===== config.mk =====
export PLATFORM = sky130hd
export DESIGN_NAME = sys_ctrl
export DESIGN_NICKNAME = d
export VERILOG_FILES = /design/src/logic/sys_ctrl_pkg.sv /design/src/logic/sys_ctrl.sv
export SDC_FILE = /design/constraint.sdc
export NUM_CORES = 1
export LEC_CHECK = 0
export BUFFER_PORTS_ARGS = -buffer_cell sky130_fd_sc_hd__buf_2
export CORE_MARGIN = 2
export CORE_UTILIZATION = 51
export DETAILED_ROUTE_END_ITERATION = 7
export PLACE_DENSITY = 0.76
export SLEW_MARGIN = 20
export SYNTH_ARGS = -nofsm -noshare
export SYNTH_HDL_FRONTEND = slang
export SYNTH_SLANG_ARGS = --single-unit
export TNS_END_PERCENT = 30

===== constraint.sdc =====
create_clock -name clk_i -period 1.91 [get_ports clk_i]
set_input_delay 0.0955 -clock clk_i [delete_from_list [all_inputs] [get_ports clk_i]]
set_output_delay 0.0955 -clock clk_i [all_outputs]
set_load 0.01 [all_outputs]

===== src/logic/sys_ctrl_pkg.sv =====
// constants and types shared by the system control block
package sys_ctrl_pkg;
    // special function register addresses, reset values and unmapped read value
    localparam logic [3:0] ADDR_IAP_CONTROL  = 4'h9;
    localparam logic [3:0] ADDR_CLOCK_CONFIG = 4'hD;
    localparam logic [3:0] RST_IAP_CONTROL   = 4'h0;
    localparam logic [3:0] RST_CLOCK_CONFIG  = 4'h0;
    localparam logic [3:0] READ_UNMAPPED     = 4'h0;
    // clock_config fields
    localparam int          CLK_SRC_BIT      = 3;
    localparam logic [2:0]  DIV_ALL_ONES     = 3'h7;
    localparam logic [6:0]  DIV_MASK_FULL    = 7'h7F;
    // iap_control fields and flash region base addresses
    localparam int          REGION_MSB       = 3;
    localparam int          REGION_LSB       = 2;
    localparam int          OPER_MSB         = 1;
    localparam logic [1:0]  REGION_DATA_LOW  = 2'h0;
    localparam logic [1:0]  REGION_DATA_HIGH = 2'h1;
    localparam logic [1:0]  REGION_INFO      = 2'h2;
    localparam logic [1:0]  REGION_RESERVED  = 2'h3;
    localparam logic [1:0]  OPER_NONE        = 2'h0;
    localparam logic [1:0]  OPER_READ        = 2'h1;
    localparam logic [1:0]  OPER_ERASE       = 2'h2;
    localparam logic [1:0]  OPER_WRITE       = 2'h3;
    localparam logic [9:0]  BASE_DATA_LOW    = 10'h1C0;
    localparam logic [9:0]  BASE_DATA_HIGH   = 10'h3C0;
    localparam logic [9:0]  BASE_INFO        = 10'h000;
    // indirect_flag_space bit numbers
    localparam logic [3:0]  FLAG_STOP        = 4'hF;
    localparam logic [3:0]  FLAG_SLEEP       = 4'hE;
    localparam logic [3:0]  FLAG_WDT_ENABLE  = 4'hD;
    localparam logic [3:0]  FLAG_WDT_RESTART = 4'hC;
    localparam logic [3:0]  FLAG_MAP_HIGH    = 4'hB;
    localparam logic [3:0]  FLAG_MAP_LOW     = 4'hA;
    // flash_config_word bits
    localparam int          SELF_READ_PERMIT = 1;
    localparam int          SELF_PROG_PERMIT = 2;
    // timing: counter widths in bits, read count in system clocks, program time in us and clock in kHz
    localparam int          WDT_WIDTH        = 17;
    localparam int          HOLD_WIDTH       = 12;
    localparam logic [15:0] IAP_READ_CYC     = 16'h0006;
    localparam int          IAP_PROG_TIME_US = 2000;
    localparam int          IAP_FSYS_KHZ     = 8000;
    localparam int          IAP_PROG_CYC     = (IAP_PROG_TIME_US * IAP_FSYS_KHZ + 999) / 1000;
    localparam logic [7:0]  PINS_ALL_HIGH    = 8'hFF;

    typedef enum logic [2:0] {
        ST_IDLE = 3'h1,
        ST_READ = 3'h2,
        ST_PROG = 3'h4
    } iap_state_t;
endpackage


===== src/logic/sys_ctrl.sv =====
// clock select and divider, reset stretch, watchdog, power modes, iap sequencer
`timescale 1ns/100ps
module sys_ctrl #(
    parameter int unsigned PROG_CYCLES = sys_ctrl_pkg::IAP_PROG_CYC
) (
    input  wire logic       clk_i,          // oscillator clock
    input  wire logic       rst_b_i,        // power-on reset
    input  wire logic       sfr_wr_i,       // sfr write strobe
    input  wire logic [3:0] sfr_addr_i,     // sfr address
    input  wire logic [3:0] sfr_wdata_i,    // sfr write data
    output logic      [3:0] sfr_rdata_o,    // sfr read data, one cycle late
    input  wire logic       iff_wr_i,       // flag write strobe
    input  wire logic [3:0] iff_bit_i,      // flag number
    input  wire logic       iff_val_i,      // flag value
    input  wire logic [1:0] ptr_hi_i,       // pointer high nibble low bits
    input  wire logic [3:0] ptr_lo_i,       // pointer low nibble
    input  wire logic [3:0] gdata_hi_i,     // general data high
    input  wire logic [3:0] gdata_lo_i,     // general data low
    input  wire logic [7:0] port_pin_i,     // port one and port zero pins
    input  wire logic [2:0] cfg_word_i,     // flash config word
    input  wire logic [7:0] flash_rdata_i,  // flash read byte
    output logic            flash_req_o,    // flash access active
    output logic      [1:0] flash_op_o,     // flash operation
    output logic      [9:0] flash_addr_o,   // flash byte address
    output logic      [7:0] flash_wdata_o,  // flash write byte
    output logic      [7:0] iap_rdata_o,    // byte for general data pair
    output logic            iap_rvalid_o,   // read byte valid pulse
    output logic            iap_done_o,     // program done pulse
    output logic            cpu_stall_o,    // cpu halted by iap
    output logic            int_reset_o,    // internal reset
    output logic            sys_en_o,       // system clock enable
    output logic            ext_osc_en_o,   // external oscillator on
    output logic            ring_osc_en_o,  // ring oscillator on
    output logic            sleep_o,        // sleep mode
    output logic            stop_o          // stop mode
);
    logic [3:0]                           cfg_ff;
    logic [3:0]                           iap_ff;
    logic [5:0]                           div_cnt_ff;
    logic [5:0]                           div_mask;
    logic [7:0]                           pin_s1_ff;
    logic [7:0]                           pin_s2_ff;
    logic [sys_ctrl_pkg::WDT_WIDTH-1:0]   wdt_ff;
    logic [sys_ctrl_pkg::HOLD_WIDTH-1:0]  hold_ff;
    logic [15:0]                          op_cnt_ff;
    logic                                 int_rst_ff;
    logic                                 watchdog_restart_flag_ff;
    logic                                 watchdog_enable_flag_ff;
    logic                                 sleep_ff;
    logic                                 stop_ff;
    logic                                 map_hi_ff;
    logic                                 map_lo_ff;
    sys_ctrl_pkg::iap_state_t             st_ff;
    logic                                 sys_tick;
    logic                                 wr_ok;
    logic                                 iff_ok;
    logic                                 cfg_wr;
    logic                                 src_chg;
    logic                                 iap_wr;
    logic                                 map_ok;
    logic                                 permit;
    logic                                 iap_go;
    logic                                 prog_start;
    logic                                 sleep_set;
    logic                                 wdt_clr;
    logic                                 wdt_run;
    logic                                 wdt_ovf;
    logic                                 wake;
    logic                                 rst_req;
    logic [1:0]                           w_oper;
    logic [1:0]                           w_region;
    logic [15:0]                          prog_last;

    assign w_oper    = sfr_wdata_i[sys_ctrl_pkg::OPER_MSB:0];
    assign w_region  = sfr_wdata_i[sys_ctrl_pkg::REGION_MSB:sys_ctrl_pkg::REGION_LSB];
    assign prog_last = 16'(PROG_CYCLES - 1);

    // divide-by mask: code 7 is undefined and falls back to the slowest rate
    assign div_mask = 6'(sys_ctrl_pkg::DIV_MASK_FULL >> (sys_ctrl_pkg::DIV_ALL_ONES - cfg_ff[2:0]));
    // counter keeps running across divider changes, so no reset is needed
    assign sys_tick = ~stop_ff & (&(div_cnt_ff | ~div_mask));

    assign wr_ok   = sfr_wr_i & ~int_rst_ff & (st_ff == sys_ctrl_pkg::ST_IDLE);
    assign iff_ok  = iff_wr_i & ~int_rst_ff & (st_ff == sys_ctrl_pkg::ST_IDLE);
    assign cfg_wr  = wr_ok & (sfr_addr_i == sys_ctrl_pkg::ADDR_CLOCK_CONFIG);
    assign src_chg = cfg_wr
        & (sfr_wdata_i[sys_ctrl_pkg::CLK_SRC_BIT] != cfg_ff[sys_ctrl_pkg::CLK_SRC_BIT]);
    assign iap_wr  = wr_ok & (sfr_addr_i == sys_ctrl_pkg::ADDR_IAP_CONTROL);
    assign map_ok  = map_hi_ff & ~map_lo_ff;

    always_comb
    begin
        permit = 1'b0;
        if (w_oper == sys_ctrl_pkg::OPER_READ)
            permit = cfg_word_i[sys_ctrl_pkg::SELF_READ_PERMIT];
        else if (w_oper != sys_ctrl_pkg::OPER_NONE)
            permit = cfg_word_i[sys_ctrl_pkg::SELF_PROG_PERMIT];
    end

    // blocked writes store nothing and start nothing, but still force the watchdog enable flag on
    assign iap_go = iap_wr & map_ok & permit & (w_region != sys_ctrl_pkg::REGION_RESERVED)
        & ~((w_region == sys_ctrl_pkg::REGION_INFO) & (w_oper != sys_ctrl_pkg::OPER_READ));
    assign prog_start = iap_go & ((w_oper == sys_ctrl_pkg::OPER_ERASE)
        | (w_oper == sys_ctrl_pkg::OPER_WRITE));
    assign sleep_set = iff_ok & (iff_bit_i == sys_ctrl_pkg::FLAG_SLEEP) & iff_val_i;

    assign wdt_clr = watchdog_restart_flag_ff | int_rst_ff | sleep_set | prog_start;
    assign wdt_run = watchdog_enable_flag_ff & sys_tick;
    assign wdt_ovf = wdt_run & (&wdt_ff) & ~wdt_clr;
    // stop is only entered with every pin high, so any low pin is a change
    assign wake    = stop_ff & (pin_s2_ff != sys_ctrl_pkg::PINS_ALL_HIGH);
    assign rst_req = wdt_ovf | wake | src_chg;

    always_ff @(posedge clk_i or negedge rst_b_i)
    begin
        if (!rst_b_i)
        begin
            pin_s1_ff <= sys_ctrl_pkg::PINS_ALL_HIGH;
            pin_s2_ff <= sys_ctrl_pkg::PINS_ALL_HIGH;
        end
        else
        begin
            pin_s1_ff <= port_pin_i;
            pin_s2_ff <= pin_s1_ff;
        end
    end

    always_ff @(posedge clk_i or negedge rst_b_i)
    begin
        if (!rst_b_i)
            div_cnt_ff <= '0;
        else if (!stop_ff)
            div_cnt_ff <= div_cnt_ff + 6'h01;
    end

    // only power-on clears the configuration; internal resets leave it
    always_ff @(posedge clk_i or negedge rst_b_i)
    begin
        if (!rst_b_i)
            cfg_ff <= sys_ctrl_pkg::RST_CLOCK_CONFIG;
        else if (cfg_wr)
            cfg_ff <= sfr_wdata_i;
    end

    always_ff @(posedge clk_i or negedge rst_b_i)
    begin
        if (!rst_b_i)
        begin
            ext_osc_en_o  <= 1'b0;
            ring_osc_en_o <= 1'b1;
            sys_en_o      <= 1'b0;
            sfr_rdata_o   <= sys_ctrl_pkg::READ_UNMAPPED;
        end
        else
        begin
            ext_osc_en_o  <= cfg_ff[sys_ctrl_pkg::CLK_SRC_BIT] & ~stop_ff;
            ring_osc_en_o <= ~cfg_ff[sys_ctrl_pkg::CLK_SRC_BIT] & ~stop_ff;
            sys_en_o      <= sys_tick;
            if (sfr_addr_i == sys_ctrl_pkg::ADDR_IAP_CONTROL)
                sfr_rdata_o <= iap_ff;
            else if (sfr_addr_i == sys_ctrl_pkg::ADDR_CLOCK_CONFIG)
                sfr_rdata_o <= cfg_ff;
            else
                sfr_rdata_o <= sys_ctrl_pkg::READ_UNMAPPED;
        end
    end

    // hold time counts system clocks, so it stretches with the divider
    always_ff @(posedge clk_i or negedge rst_b_i)
    begin
        if (!rst_b_i)
        begin
            int_rst_ff <= 1'b1;
            hold_ff    <= '0;
        end
        else if (rst_req)
        begin
            int_rst_ff <= 1'b1;
            hold_ff    <= '0;
        end
        else if (int_rst_ff && sys_tick)
        begin
            if (&hold_ff)
                int_rst_ff <= 1'b0;
            hold_ff <= hold_ff + 1'b1;
        end
    end

    always_ff @(posedge clk_i or negedge rst_b_i)
    begin
        if (!rst_b_i)
            wdt_ff <= '0;
        else if (wdt_clr)
            wdt_ff <= '0;
        else if (wdt_run)
            wdt_ff <= wdt_ff + 1'b1;
    end

    // restart flag lives one cycle: the cycle it is seen, the count clears
    always_ff @(posedge clk_i or negedge rst_b_i)
    begin
        if (!rst_b_i)
            watchdog_restart_flag_ff <= 1'b0;
        else
            watchdog_restart_flag_ff <= iff_ok & (iff_bit_i == sys_ctrl_pkg::FLAG_WDT_RESTART) & iff_val_i;
    end

    always_ff @(posedge clk_i or negedge rst_b_i)
    begin
        if (!rst_b_i)
        begin
            watchdog_enable_flag_ff   <= 1'b1;
            sleep_ff  <= 1'b0;
            stop_ff   <= 1'b0;
            map_hi_ff <= 1'b0;
            map_lo_ff <= 1'b0;
        end
        else if (int_rst_ff)
        begin
            watchdog_enable_flag_ff   <= 1'b1;
            sleep_ff  <= 1'b0;
            stop_ff   <= 1'b0;
            map_hi_ff <= 1'b0;
            map_lo_ff <= 1'b0;
        end
        else
        begin
            if (sleep_set || iap_wr)
                watchdog_enable_flag_ff <= 1'b1;
            else if (iff_ok && iff_bit_i == sys_ctrl_pkg::FLAG_WDT_ENABLE && map_ok)
                watchdog_enable_flag_ff <= iff_val_i;
            if (sleep_set)
                sleep_ff <= 1'b1;
            if (iff_ok && iff_bit_i == sys_ctrl_pkg::FLAG_STOP)
            begin
                if (!iff_val_i)
                    stop_ff <= 1'b0;
                else if (pin_s2_ff == sys_ctrl_pkg::PINS_ALL_HIGH)
                    stop_ff <= 1'b1;
            end
            if (iff_ok && iff_bit_i == sys_ctrl_pkg::FLAG_MAP_HIGH)
                map_hi_ff <= iff_val_i;
            if (iff_ok && iff_bit_i == sys_ctrl_pkg::FLAG_MAP_LOW)
                map_lo_ff <= iff_val_i;
        end
    end

    always_ff @(posedge clk_i or negedge rst_b_i)
    begin
        if (!rst_b_i)
        begin
            st_ff         <= sys_ctrl_pkg::ST_IDLE;
            iap_ff        <= sys_ctrl_pkg::RST_IAP_CONTROL;
            op_cnt_ff     <= '0;
            cpu_stall_o   <= 1'b0;
            flash_req_o   <= 1'b0;
            flash_op_o    <= sys_ctrl_pkg::OPER_NONE;
            flash_addr_o  <= '0;
            flash_wdata_o <= '0;
            iap_rdata_o   <= '0;
            iap_rvalid_o  <= 1'b0;
            iap_done_o    <= 1'b0;
        end
        else
        begin
            iap_rvalid_o <= 1'b0;
            iap_done_o   <= 1'b0;
            case (st_ff)
                sys_ctrl_pkg::ST_IDLE:
                begin
                    if (iap_go && w_oper != sys_ctrl_pkg::OPER_NONE)
                    begin
                        iap_ff        <= sfr_wdata_i;
                        op_cnt_ff     <= '0;
                        cpu_stall_o   <= 1'b1;
                        flash_req_o   <= 1'b1;
                        flash_op_o    <= w_oper;
                        flash_wdata_o <= {gdata_hi_i, gdata_lo_i};
                        if (w_region == sys_ctrl_pkg::REGION_INFO)
                            flash_addr_o <= sys_ctrl_pkg::BASE_INFO | {7'h00, ptr_lo_i[2:0]};
                        else if (w_region == sys_ctrl_pkg::REGION_DATA_HIGH)
                            flash_addr_o <= sys_ctrl_pkg::BASE_DATA_HIGH | {4'h0, ptr_hi_i, ptr_lo_i};
                        else
                            flash_addr_o <= sys_ctrl_pkg::BASE_DATA_LOW | {4'h0, ptr_hi_i, ptr_lo_i};
                        if (w_oper == sys_ctrl_pkg::OPER_READ)
                            st_ff <= sys_ctrl_pkg::ST_READ;
                        else
                            st_ff <= sys_ctrl_pkg::ST_PROG;
                    end
                end
                sys_ctrl_pkg::ST_READ:
                begin
                    if (sys_tick)
                    begin
                        op_cnt_ff <= op_cnt_ff + 16'h0001;
                        if (op_cnt_ff == sys_ctrl_pkg::IAP_READ_CYC - 16'h0001)
                        begin
                            iap_rdata_o  <= flash_rdata_i;
                            iap_rvalid_o <= 1'b1;
                            iap_ff       <= sys_ctrl_pkg::RST_IAP_CONTROL;
                            cpu_stall_o  <= 1'b0;
                            flash_req_o  <= 1'b0;
                            st_ff        <= sys_ctrl_pkg::ST_IDLE;
                        end
                    end
                end
                sys_ctrl_pkg::ST_PROG:
                begin
                    if (sys_tick)
                    begin
                        op_cnt_ff <= op_cnt_ff + 16'h0001;
                        if (op_cnt_ff == prog_last)
                        begin
                            iap_done_o  <= 1'b1;
                            iap_ff      <= sys_ctrl_pkg::RST_IAP_CONTROL;
                            cpu_stall_o <= 1'b0;
                            flash_req_o <= 1'b0;
                            st_ff       <= sys_ctrl_pkg::ST_IDLE;
                        end
                    end
                end
                default:
                    st_ff <= sys_ctrl_pkg::ST_IDLE;
            endcase
        end
    end

    assign sleep_o     = sleep_ff;
    assign stop_o      = stop_ff;
    assign int_reset_o = int_rst_ff;
endmodule


==> results of run 1 <==
-- per-layer routing --
layer | up-vias | global-route usage | part of all wire
li1 | 2171 | - | -
met1 | 2323 | 0.291 | 0.39
met2 | 159 | 0.459 | 0.53
met3 | 29 | 0.0823 | 0.054
met4 | 0 | 0.0806 | 0.020
met5 | - | 0 | 0
-- report_power, final --
| part | internal (W) | leakage (nW) | switching, W |
|---|---|---|---|
| logic | 0.000104 | 1.87 | 0.000101 |
| clock network | 0.00188 | 0.282 | 0.00122 |
| registers | 0.00260 | 1.53 | 0.00000565 |
-- logic make-up (layout without fill, tap and decap cells) --
kind of cell	after synthesis	in the layout
xor+xnor	39	39
fa+ha+maj	6	6
mux	17	17
flops	121	121
compound gates	56	56
simple gates	245	245
buf+inv	32	238
-- registers in the layout (all words and copies together) (netlist names), 6 cells and up --
register,cells
flash_wdata_o,8
op_cnt_ff,16
iap_rdata_o,8
div_cnt_ff,6
flash_addr_o,8
wdt_ff,17
hold_ff,12
pin_s1_ff,8
pin_s2_ff,8
-- area by class of cell --
| type | instances | area share |
|---|---|---|
| sequential | 121 | 0.388 |
| multi-input combinational | 363 | 0.330 |
| timing repair buffer | 193 | 0.181 |
| clock buffer | 18 | 0.0530 |
| tap | 136 | 0.0216 |
| clock inverter | 14 | 0.0203 |
| inverter | 13 | 0.00619 |
-- cell usage in the layout (no fill, tap or decap), drive strengths merged, types with 2 or more instances in the layout --
cell type,count
bufinv,2
inv,18
nor3,19
clkinv,6
a21oi,15
and3,5
dfrtp,101
a21o,2
dlygate4sd3,41
or3,9
nand4,9
nor3b,3
nand3,35
buf,152
nor2,51
o21ai,20
nor2b,5
xor2,7
o2111ai,2
and2,3
clkbuf,18
nor4,11
nand2,79
dfstp,20
a22o,6
o211ai,3
mux2i,3
xnor2,32
mux2,14
nand4b,3
ha,6
nand2b,4
and4,2
-- stage by stage --
| step | setup slack, ps | total power (W) | instances |
|---|---|---|---|
| detailed placement | -142 | 0.00278 | 772 |
| floorplan | -0.319 | 0.00266 | 516 |
| CTS | -44.1 | 0.00596 | 850 |
| finish | -58.1 | 0.00591 | 858 |
| global route | -163 | 0.00610 | 858 |
| global placement | -55.9 | 0.00278 | 772 |
-- critical path: stages (launching register included) --
cell and delay (ps):
dfrtp_1 390, and4_4 250, and4_4 250, nand2_4 60
nor3_4 190, ha_2 200, nand3_2 90, o211ai_4 200
buf_6 170, nor2_1 50
-- final timing paths --
path,to,slack (ps)
min,watchdog_enable_flag_ff,120
min reg2reg,pin_s2_ff[4],350
min in group asynchronous,div_cnt_ff[5],150
max in group asynchronous,st_ff[2],1180
max,hold_ff[2],-60
max reg2reg,hold_ff[2],-60
-- repair_timing --
action / 4_1_cts / 5_1_grt
endpoints found under the setup margin: 52 / 67
pin swaps: 16 / 15
setup buffers: 5 / 8
hold buffers: 41 / 0
endpoints found under the hold margin: 149 / 0
resized for setup: 21 / 63
==> impl_metrics.py, run 1 <==
metrics = {
    "clocking": {
        "cts_root_buf": "clkbuf_8",
        "htree_levels": 4,
        "cts_sinks": 121,
        "clockBufferDepth": 2,
        "cts_tree": "yes",
        "insertion_delay_ps": 530,
        "cts_inserted_buffers": 17,
        "clkSlewWorstSetupHoldPaths_ps": 60,
    },
    "power_and_ir_drop": {
        "power.leakage_nw": 3.68,
        "p_per_area_mw_per_mm2": 750,
        "peakVddDrop_uv": 777,
    },
    "grt": {
        "grt_max_degree": 122,
        "antenna_found_initial": 0,
        "overflow": 0,
        "track_usage": 0.257,
        "grt_pass1_vias": 4762,
        "grt_pass1_wl_microns": 22500,
    },
    "synthesis": {
        "synthAdderAreaFrac": 0.0137,
        "synthArstFlopShare": 1.00,
        "syn-instance-count": 516,
        "synth_top_area_share": 0.463,
        "synth_edf_count": 0,
        "synthXorXnorAreaFrac": 0.0626,
        "synth_top_family_by_area": "simple AND/OR/NAND/NOR gates",
        "synth_ff_type": "dfrtp_1",
        "syn_nets": 572,
        "synth_top_cell_by_area": "dfrtp_1",
        "syn_avg_cell_area_sq_um": 10.6,
        "yosysWarnings": 0,
        "synth_common_cells": "101 x dfrtp_1, 78 x nand2_1, 50 x nor2_1, 34 x nand3_1, 32 x xnor2_1",
        "synth_most_common_cell": "dfrtp_1",
        "synthSimpleGateAreaFrac": 0.221,
        "synth.distinct_cells": 59,
        "synth_seq_cells": 121,
        "syn_area_sq_mm": 0.00546,
        "ys_seq_area_frac": 0.559,
        "synthMuxAreaShare": 0.0344,
        "synth_area_leaders": "dfrtp_1 46%, dfstp_2 9.6%, nand2_1 5.4%",
        "synth_compound_area_frac": 0.0816,
    },
    "drt": {
        "drtAntennaViolNets": 0,
        "vias_per_cell": 5.46,
        "drtIter0Drc": 206,
        "wirelength_microns": 14700,
        "drcViolationCount": 0,
        "wl_per_cell_microns": 17.1,
        "vias": 4682,
        "drt_first_pass_iters": 7,
    },
    "job": {
        "cap_violations": 0,
    },
    "sta": {
        "max_freq_mhz": 508,
        "slew_viol_final": 0,
        "fin_ws_ps": -58.1,
        "min_period_ps": 1970,
        "clock_skew_ps": 9.20,
        "fin_crit_sh": 1.03,
        "slew_headroom": 0.554,
        "finalSetupTns_ps": -890,
        "holdWs_ps": 119,
        "grt_setup_unrepaired": "true",
        "setup_viol": 26,
        "worstMarginPinSlew_ps": 669,
        "hold_viol": 0,
    },
    "status": {
        "status": "finished, violations left",
        "violations": "negative setup slack",
    },
    "place": {
        "placed_area_sq_mm": 0.00640,
        "place.gp.congestion": 0.793,
        "dp_hpwl_microns": 8480,
        "io_buffers": 90,
    },
    "setup_path": {
        "rr_worst_depth": 9,
        "r2r_start": "wdt_ff[5]",
        "start_kind": "flip-flop",
        "worstSetupStartpoint": "wdt_ff[5]",
        "path_class": "reg2reg",
        "worstPathArrival_ps": 2380,
        "required_ps": 2330,
        "crit_fanout": 6,
        "critPathCaptureType": "flip-flop",
    },
    "floorplanning": {
        "num_io_pins": 92,
        "initial_core_util": 0.527,
        "die_w_microns": 107,
        "std_cell_rows": 37,
        "coreArea_sq_mm": 0.0104,
        "fp.dieArea_sq_mm": 0.0115,
        "die_y_microns": 107,
    },
    "cells_and_area": {
        "finish.instance_area_sq_mm": 0.00788,
        "fin_util": 0.760,
        "multi_input_area_sq_mm": 0.00260,
        "nFillCells": 661,
        "diodes": 0,
        "fin_nets": 765,
        "ff_latch_area_sq_mm": 0.00305,
        "area_growth_pct": 44.3,
        "drive_gt1_frac": 0.392,
    },
    "worst_hold_path": {
        "hold_class": "in2reg",
        "worst_hold_path.num_cells": 5,
        "hp-start": "sfr_wr_i",
    },
}
(Power assumes the default switching activity.)
==> run 2, diff against run 1 <==
Settings changed: CORE_ASPECT_RATIO set to 0.7.
==> impl_metrics.py, run 2 (synthesis results as in run 1) <==
metrics = {
    "place": {
        "dp_hpwl_microns": 9120,
        "dp.cells": 773,
        "io_buffers": 90,
        "placed_area_sq_mm": 0.00645,
        "dp_slack_ps": -136,
        "place.gp.congestion": 0.882,
    },
    "power_and_ir_drop": {
        "power.leakage_nw": 3.61,
        "p_per_area_mw_per_mm2": 781,
        "total_power_w": 0.00601,
        "peakVddDrop_uv": 843,
    },
    "setup_path": {
        "r2r_start": "wdt_ff[4]",
        "path_class": "reg2reg",
        "worstPathArrival_ps": 2340,
        "slowest_delay_ps": 360,
        "reg2reg_to": "hold_ff[10]",
        "cp_cell_sequence": "and4_4 -> and4_4 -> nand2_2 -> nor3_2 -> ha_1 -> nand3_2 -> o211ai_4 -> buf_12 -> nor2_1",
        "cpMaxStageDelayCell": "dfrtp_1",
        "required_ps": 2210,
        "crit_fanout": 12,
        "rr_worst_depth": 9,
        "start_kind": "flip-flop",
        "reg2reg_slack_ps": -130,
        "crit_top_cell": "and4_4",
        "worstSetupStartpoint": "wdt_ff[4]",
        "crit_end": "hold_ff[10]",
        "critPathCaptureType": "flip-flop",
    },
    "sta": {
        "holdWs_ps": 13.1,
        "grt_setup_unrepaired": "true",
        "slew_headroom": 0.610,
        "max_freq_mhz": 489,
        "setup_viol": 47,
        "clock_skew_ps": 8.43,
        "slew_viol_final": 0,
        "worstMarginPinSlew_ps": 584,
        "fin_crit_sh": 1.07,
        "min_period_ps": 2040,
        "fin_ws_ps": -134,
        "hold_viol": 0,
    },
    "drt": {
        "drtIter0Drc": 360,
        "wirelength_microns": 15200,
        "drt_first_pass_iters": 5,
        "vias": 4706,
        "wl_per_cell_microns": 18.1,
        "drtAntennaViolNets": 0,
        "drcViolationCount": 0,
        "vias_per_cell": 5.58,
    },
    "clocking": {
        "clkSlewWorstSetupHoldPaths_ps": 60,
        "cts_root_buf": "clkbuf_16",
        "htree_levels": 4,
        "cts_tree": "yes",
        "cts_sinks": 121,
        "clockBufferDepth": 2,
        "insertion_delay_ps": 420,
        "cts_inserted_buffers": 17,
    },
    "floorplanning": {
        "die_w_microns": 128,
        "die_y_microns": 90.6,
        "fp.dieArea_sq_mm": 0.0116,
        "num_io_pins": 92,
        "coreArea_sq_mm": 0.0104,
        "std_cell_rows": 31,
        "initial_core_util": 0.525,
    },
    "cells_and_area": {
        "layout_commonest_cell": "dfrtp_1",
        "fin_nets": 755,
        "finish.instance_area_sq_mm": 0.00769,
        "largest_register": "wdt_ff",
        "drive_gt1_frac": 0.383,
        "top_regs": "wdt_ff x17, op_cnt_ff x16, hold_ff x12",
        "nFillCells": 669,
        "stdcell_count": 844,
        "diodes": 0,
        "layout_common_cells": "101 x dfrtp_1, 89 x buf_2, 77 x nand2_1, 52 x buf_4, 49 x nor2_1",
        "largest_reg_flops": 17,
        "area_growth_pct": 40.9,
    },
    "grt": {
        "grt_pass1_wl_microns": 24500,
        "antenna_found_initial": 0,
        "grt_max_degree": 45,
        "grt_pass1_vias": 4865,
        "track_usage": 0.275,
        "overflow": 0,
    },
    "job": {
        "cap_violations": 0,
    },
    "status": {
        "violations": "negative setup slack",
        "status": "finished, violations left",
    },
    "worst_hold_path": {
        "hold_class": "in2reg",
    },
}
## run 2: cell types whose count changed in the layout (fill, tap and decap cells not counted), moves of 4 or more
cell	before	now
nor3_2	8	13
inv_8	0	4
nor2_2	5	1
dlygate4sd3_1	41	33
nor2_1	43	49
buf_6	9	4
## run 2: report_power, final
group	internal (W)	switching, W	total, W
combinational	0.0000993	0.000106	0.000206
sequential	0.00260	0.00000555	0.00260
clock	0.00189	0.00132	0.00320
total	0.00458	0.00143	0.00601
## run 2: how the worst min path moves through the flow
stage              startpoint               end  slack (ps)  cells past startpoint
2_1_floorplan         rst_b_i         cfg_ff[0]        -200                      0
3_3_place_gp          rst_b_i   flash_addr_o[2]         110                      1
3_5_place_dp          rst_b_i  flash_wdata_o[6]         120                      1
4_1_cts        sfr_wdata_i[0]         cfg_ff[0]           7                      2
5_1_grt        sfr_wdata_i[0]         cfg_ff[0]          20                      2
6_report       sfr_wdata_i[0]         cfg_ff[0]          10                      2
## run 2: per-stage QoR
stage / TNS [ps] / util
finish: -3190 / 0.740
global route: -7460 / 0.740
CTS: -2170 / 0.728
detailed placement: -3570 / 0.620
global placement: -1310 / 0.620
floorplan: -2.01 / -
## run 2: per-layer routing
layer  vias up  share of wire  GRT usage
met3        34          0.071     0.0966
met5         -              0          0
met4         0          0.016     0.0806
li1       2138              -          -
met2       195           0.49      0.438
met1      2339           0.42      0.357
## run 2: repair_timing
action,4_1_cts,5_1_grt
endpoints found under the hold margin,57,0
setup endpoints to repair,60,64
hold buffers,33,0
setup buffers,4,2
pin swaps,12,4
resized for setup,32,23
## run 2: cell type report
cell class | count | area, sq um | share of cell area
clock inverter | 14 | 153 | 0.0198
sequential | 121 | 3050 | 0.397
tap | 132 | 165 | 0.0215
inverter | 13 | 50.0 | 0.00650
clock buffer | 18 | 439 | 0.0571
multi-input combinational | 363 | 2520 | 0.328
timing repair buffer | 183 | 1310 | 0.170
## run 2: critical path: cells and delay by family (launching register included)
family,cells,cell delay [ps]
buffers and inverters,1,160
AND/OR/NAND/NOR,6,980
adder cells (fa/ha/maj),1,190
AO/OA/AOI/OAI,1,240
flip-flops,1,360
==> run 3, diff against run 2 <==
Settings changed: CORE_UTILIZATION 51 to 56, CTS_BUF_LIST set to sky130_fd_sc_hd__clkbuf_16, PLACE_DENSITY 0.76 to 0.79.
Clock period 1.91 ns to 2.3 ns, I/O delays scaled along.
==> impl_metrics.py, run 3 (synthesis results as in run 1) <==
metrics = {
    "status": {
        "status": "complete, no violations",
    },
    "drt": {
        "vias": 4446,
        "drt_first_pass_iters": 6,
        "drtIter0Drc": 302,
        "drtAntennaViolNets": 0,
        "vias_per_cell": 5.61,
        "drcViolationCount": 0,
        "wirelength_microns": 13300,
        "wl_per_cell_microns": 16.8,
    },
    "sta": {
        "setup_viol": 0,
        "hold_viol": 0,
        "grt_setup_unrepaired": "true",
        "clock_skew_ps": 9.50,
        "slew_viol_final": 0,
        "slew_headroom": 0.563,
        "worstMarginPinSlew_ps": 656,
        "fin_ws_ps": 66.1,
        "min_period_ps": 2230,
        "fin_crit_sh": 0.971,
        "finalSetupTns_ps": 0,
        "max_freq_mhz": 448,
    },
    "cells_and_area": {
        "drive_gt1_frac": 0.284,
        "area_growth_pct": 27.7,
        "largest_reg_flops": 17,
        "fin_nets": 706,
        "top_regs": "wdt_ff x17, op_cnt_ff x16, hold_ff x12",
        "layout_commonest_cell": "dfrtp_1",
        "layout_common_cells": "101 x dfrtp_1, 89 x buf_2, 78 x nand2_1, 50 x nor2_1, 34 x nand3_1",
        "largest_register": "wdt_ff",
    },
    "grt": {
        "track_usage": 0.273,
        "grt_pass1_vias": 4471,
        "grt_max_degree": 46,
        "antenna_found_initial": 1,
        "overflow": 0,
        "grt_pass1_wl_microns": 21900,
    },
    "floorplanning": {
        "std_cell_rows": 30,
        "die_w_microns": 122,
        "coreArea_sq_mm": 0.00957,
        "fp.dieArea_sq_mm": 0.0106,
        "initial_core_util": 0.570,
        "num_io_pins": 92,
        "die_y_microns": 86.6,
    },
    "clocking": {
        "htree_levels": 4,
        "cts_sinks": 121,
        "clkSlewWorstSetupHoldPaths_ps": 60,
        "cts_inserted_buffers": 17,
        "cts_tree": "yes",
        "insertion_delay_ps": 420,
        "clockBufferDepth": 2,
        "cts_root_buf": "clkbuf_16",
    },
    "setup_path": {
        "required_ps": 2600,
        "crit_fanout": 9,
        "start_kind": "flip-flop",
        "worstPathArrival_ps": 2530,
        "critPathCaptureType": "flip-flop",
        "path_class": "reg2reg",
    },
    "place": {
        "place.gp.congestion": 0.817,
        "dp_hpwl_microns": 8280,
        "io_buffers": 90,
        "dp_slack_ps": 78.1,
    },
    "power_and_ir_drop": {
        "power.leakage_nw": 3.31,
        "p_per_area_mw_per_mm2": 687,
        "peakVddDrop_uv": 587,
    },
    "job": {
        "cap_violations": 0,
    },
    "worst_hold_path": {
        "hold_class": "in2reg",
    },
}
run 3: cell types whose count changed in the layout (fill, tap and decap cells not counted), sizes merged:
cell         previous run  this run
inv                    22        20
bufinv                  1         0
clkinv                  3         7
diode                   0         1
clkinvlp                1         0
buf                   150       103
dlygate4sd3            33        31
run 3: repair_timing:
item	4_1_cts	5_1_grt
setup buffers	0	1
hold endpoints to repair	131	0
endpoints found under the setup margin	0	25
resized for setup	0	2
hold buffers	31	0
run 3: metrics by stage:
step / power [W] / util / cell area, sq um / std cells / hold WS, ps
3_5_place_dp: 0.00231 / 0.635 / 6070 / 727 / -4.51
3_3_place_gp: 0.00231 / 0.635 / 6070 / 727 / -9.12
4_1_cts: 0.00481 / 0.725 / 6940 / 790 / 0.580
5_1_grt: 0.00495 / 0.729 / 6970 / 792 / 23.5
6_report: 0.00479 / 0.729 / 6970 / 792 / 18.4
2_1_floorplan: 0.00221 / - / 5460 / 516 / -181
run 3: worst max-delay path, stage by stage, from the launching register on:
cell	delay [ps]
dfrtp_1	420
or4_1	580
nor3_2	220
nand3_1	210
nor2_4	300
mux2_2	380
run 3: path summary, 6_finish.rpt:
kind                                 from  slack (ps)  depth (start not counted)                to
setup / recovery             op_cnt_ff[7]          70                          5    iap_rdata_o[1]
hold / removal             sfr_wdata_i[0]          20                          2         cfg_ff[0]
setup reg to reg             op_cnt_ff[7]          70                          5    iap_rdata_o[1]
hold reg to reg              pin_s1_ff[7]         350                          0      pin_s2_ff[7]
max in group asynchronous         rst_b_i        1490                          3      pin_s2_ff[5]
min in group asynchronous         rst_b_i         100                          2  flash_wdata_o[4]
run 3: area by class of cell:
type	count	area (sq um)
flip-flops and latches	121	3050
fillers	618	2600
multi-input cells	363	2260
repair buffers	134	890
clock buffers	18	450
well taps	128	160
clock inverters	14	109
inverters	13	48.8
diodes	1	2.50
run 3: layer usage:
layer	vias up	GRT usage	wire [microns]	share of wire
li1	2055	-	-	-
met1	2196	0.359	5690	0.43
met2	172	0.435	6440	0.48
met3	23	0.0855	962	0.072
met4	0	0.0961	238	0.018
met5	-	0	0	0
run 3: report_power, final:
part / switching (W) / leakage (nW) / internal [W]
registers: 0.00000418 / 1.54 / 0.00216
clock network: 0.00101 / 0.280 / 0.00146
logic: 0.0000826 / 1.49 / 0.0000771
total: 0.00110 / 3.31 / 0.00369
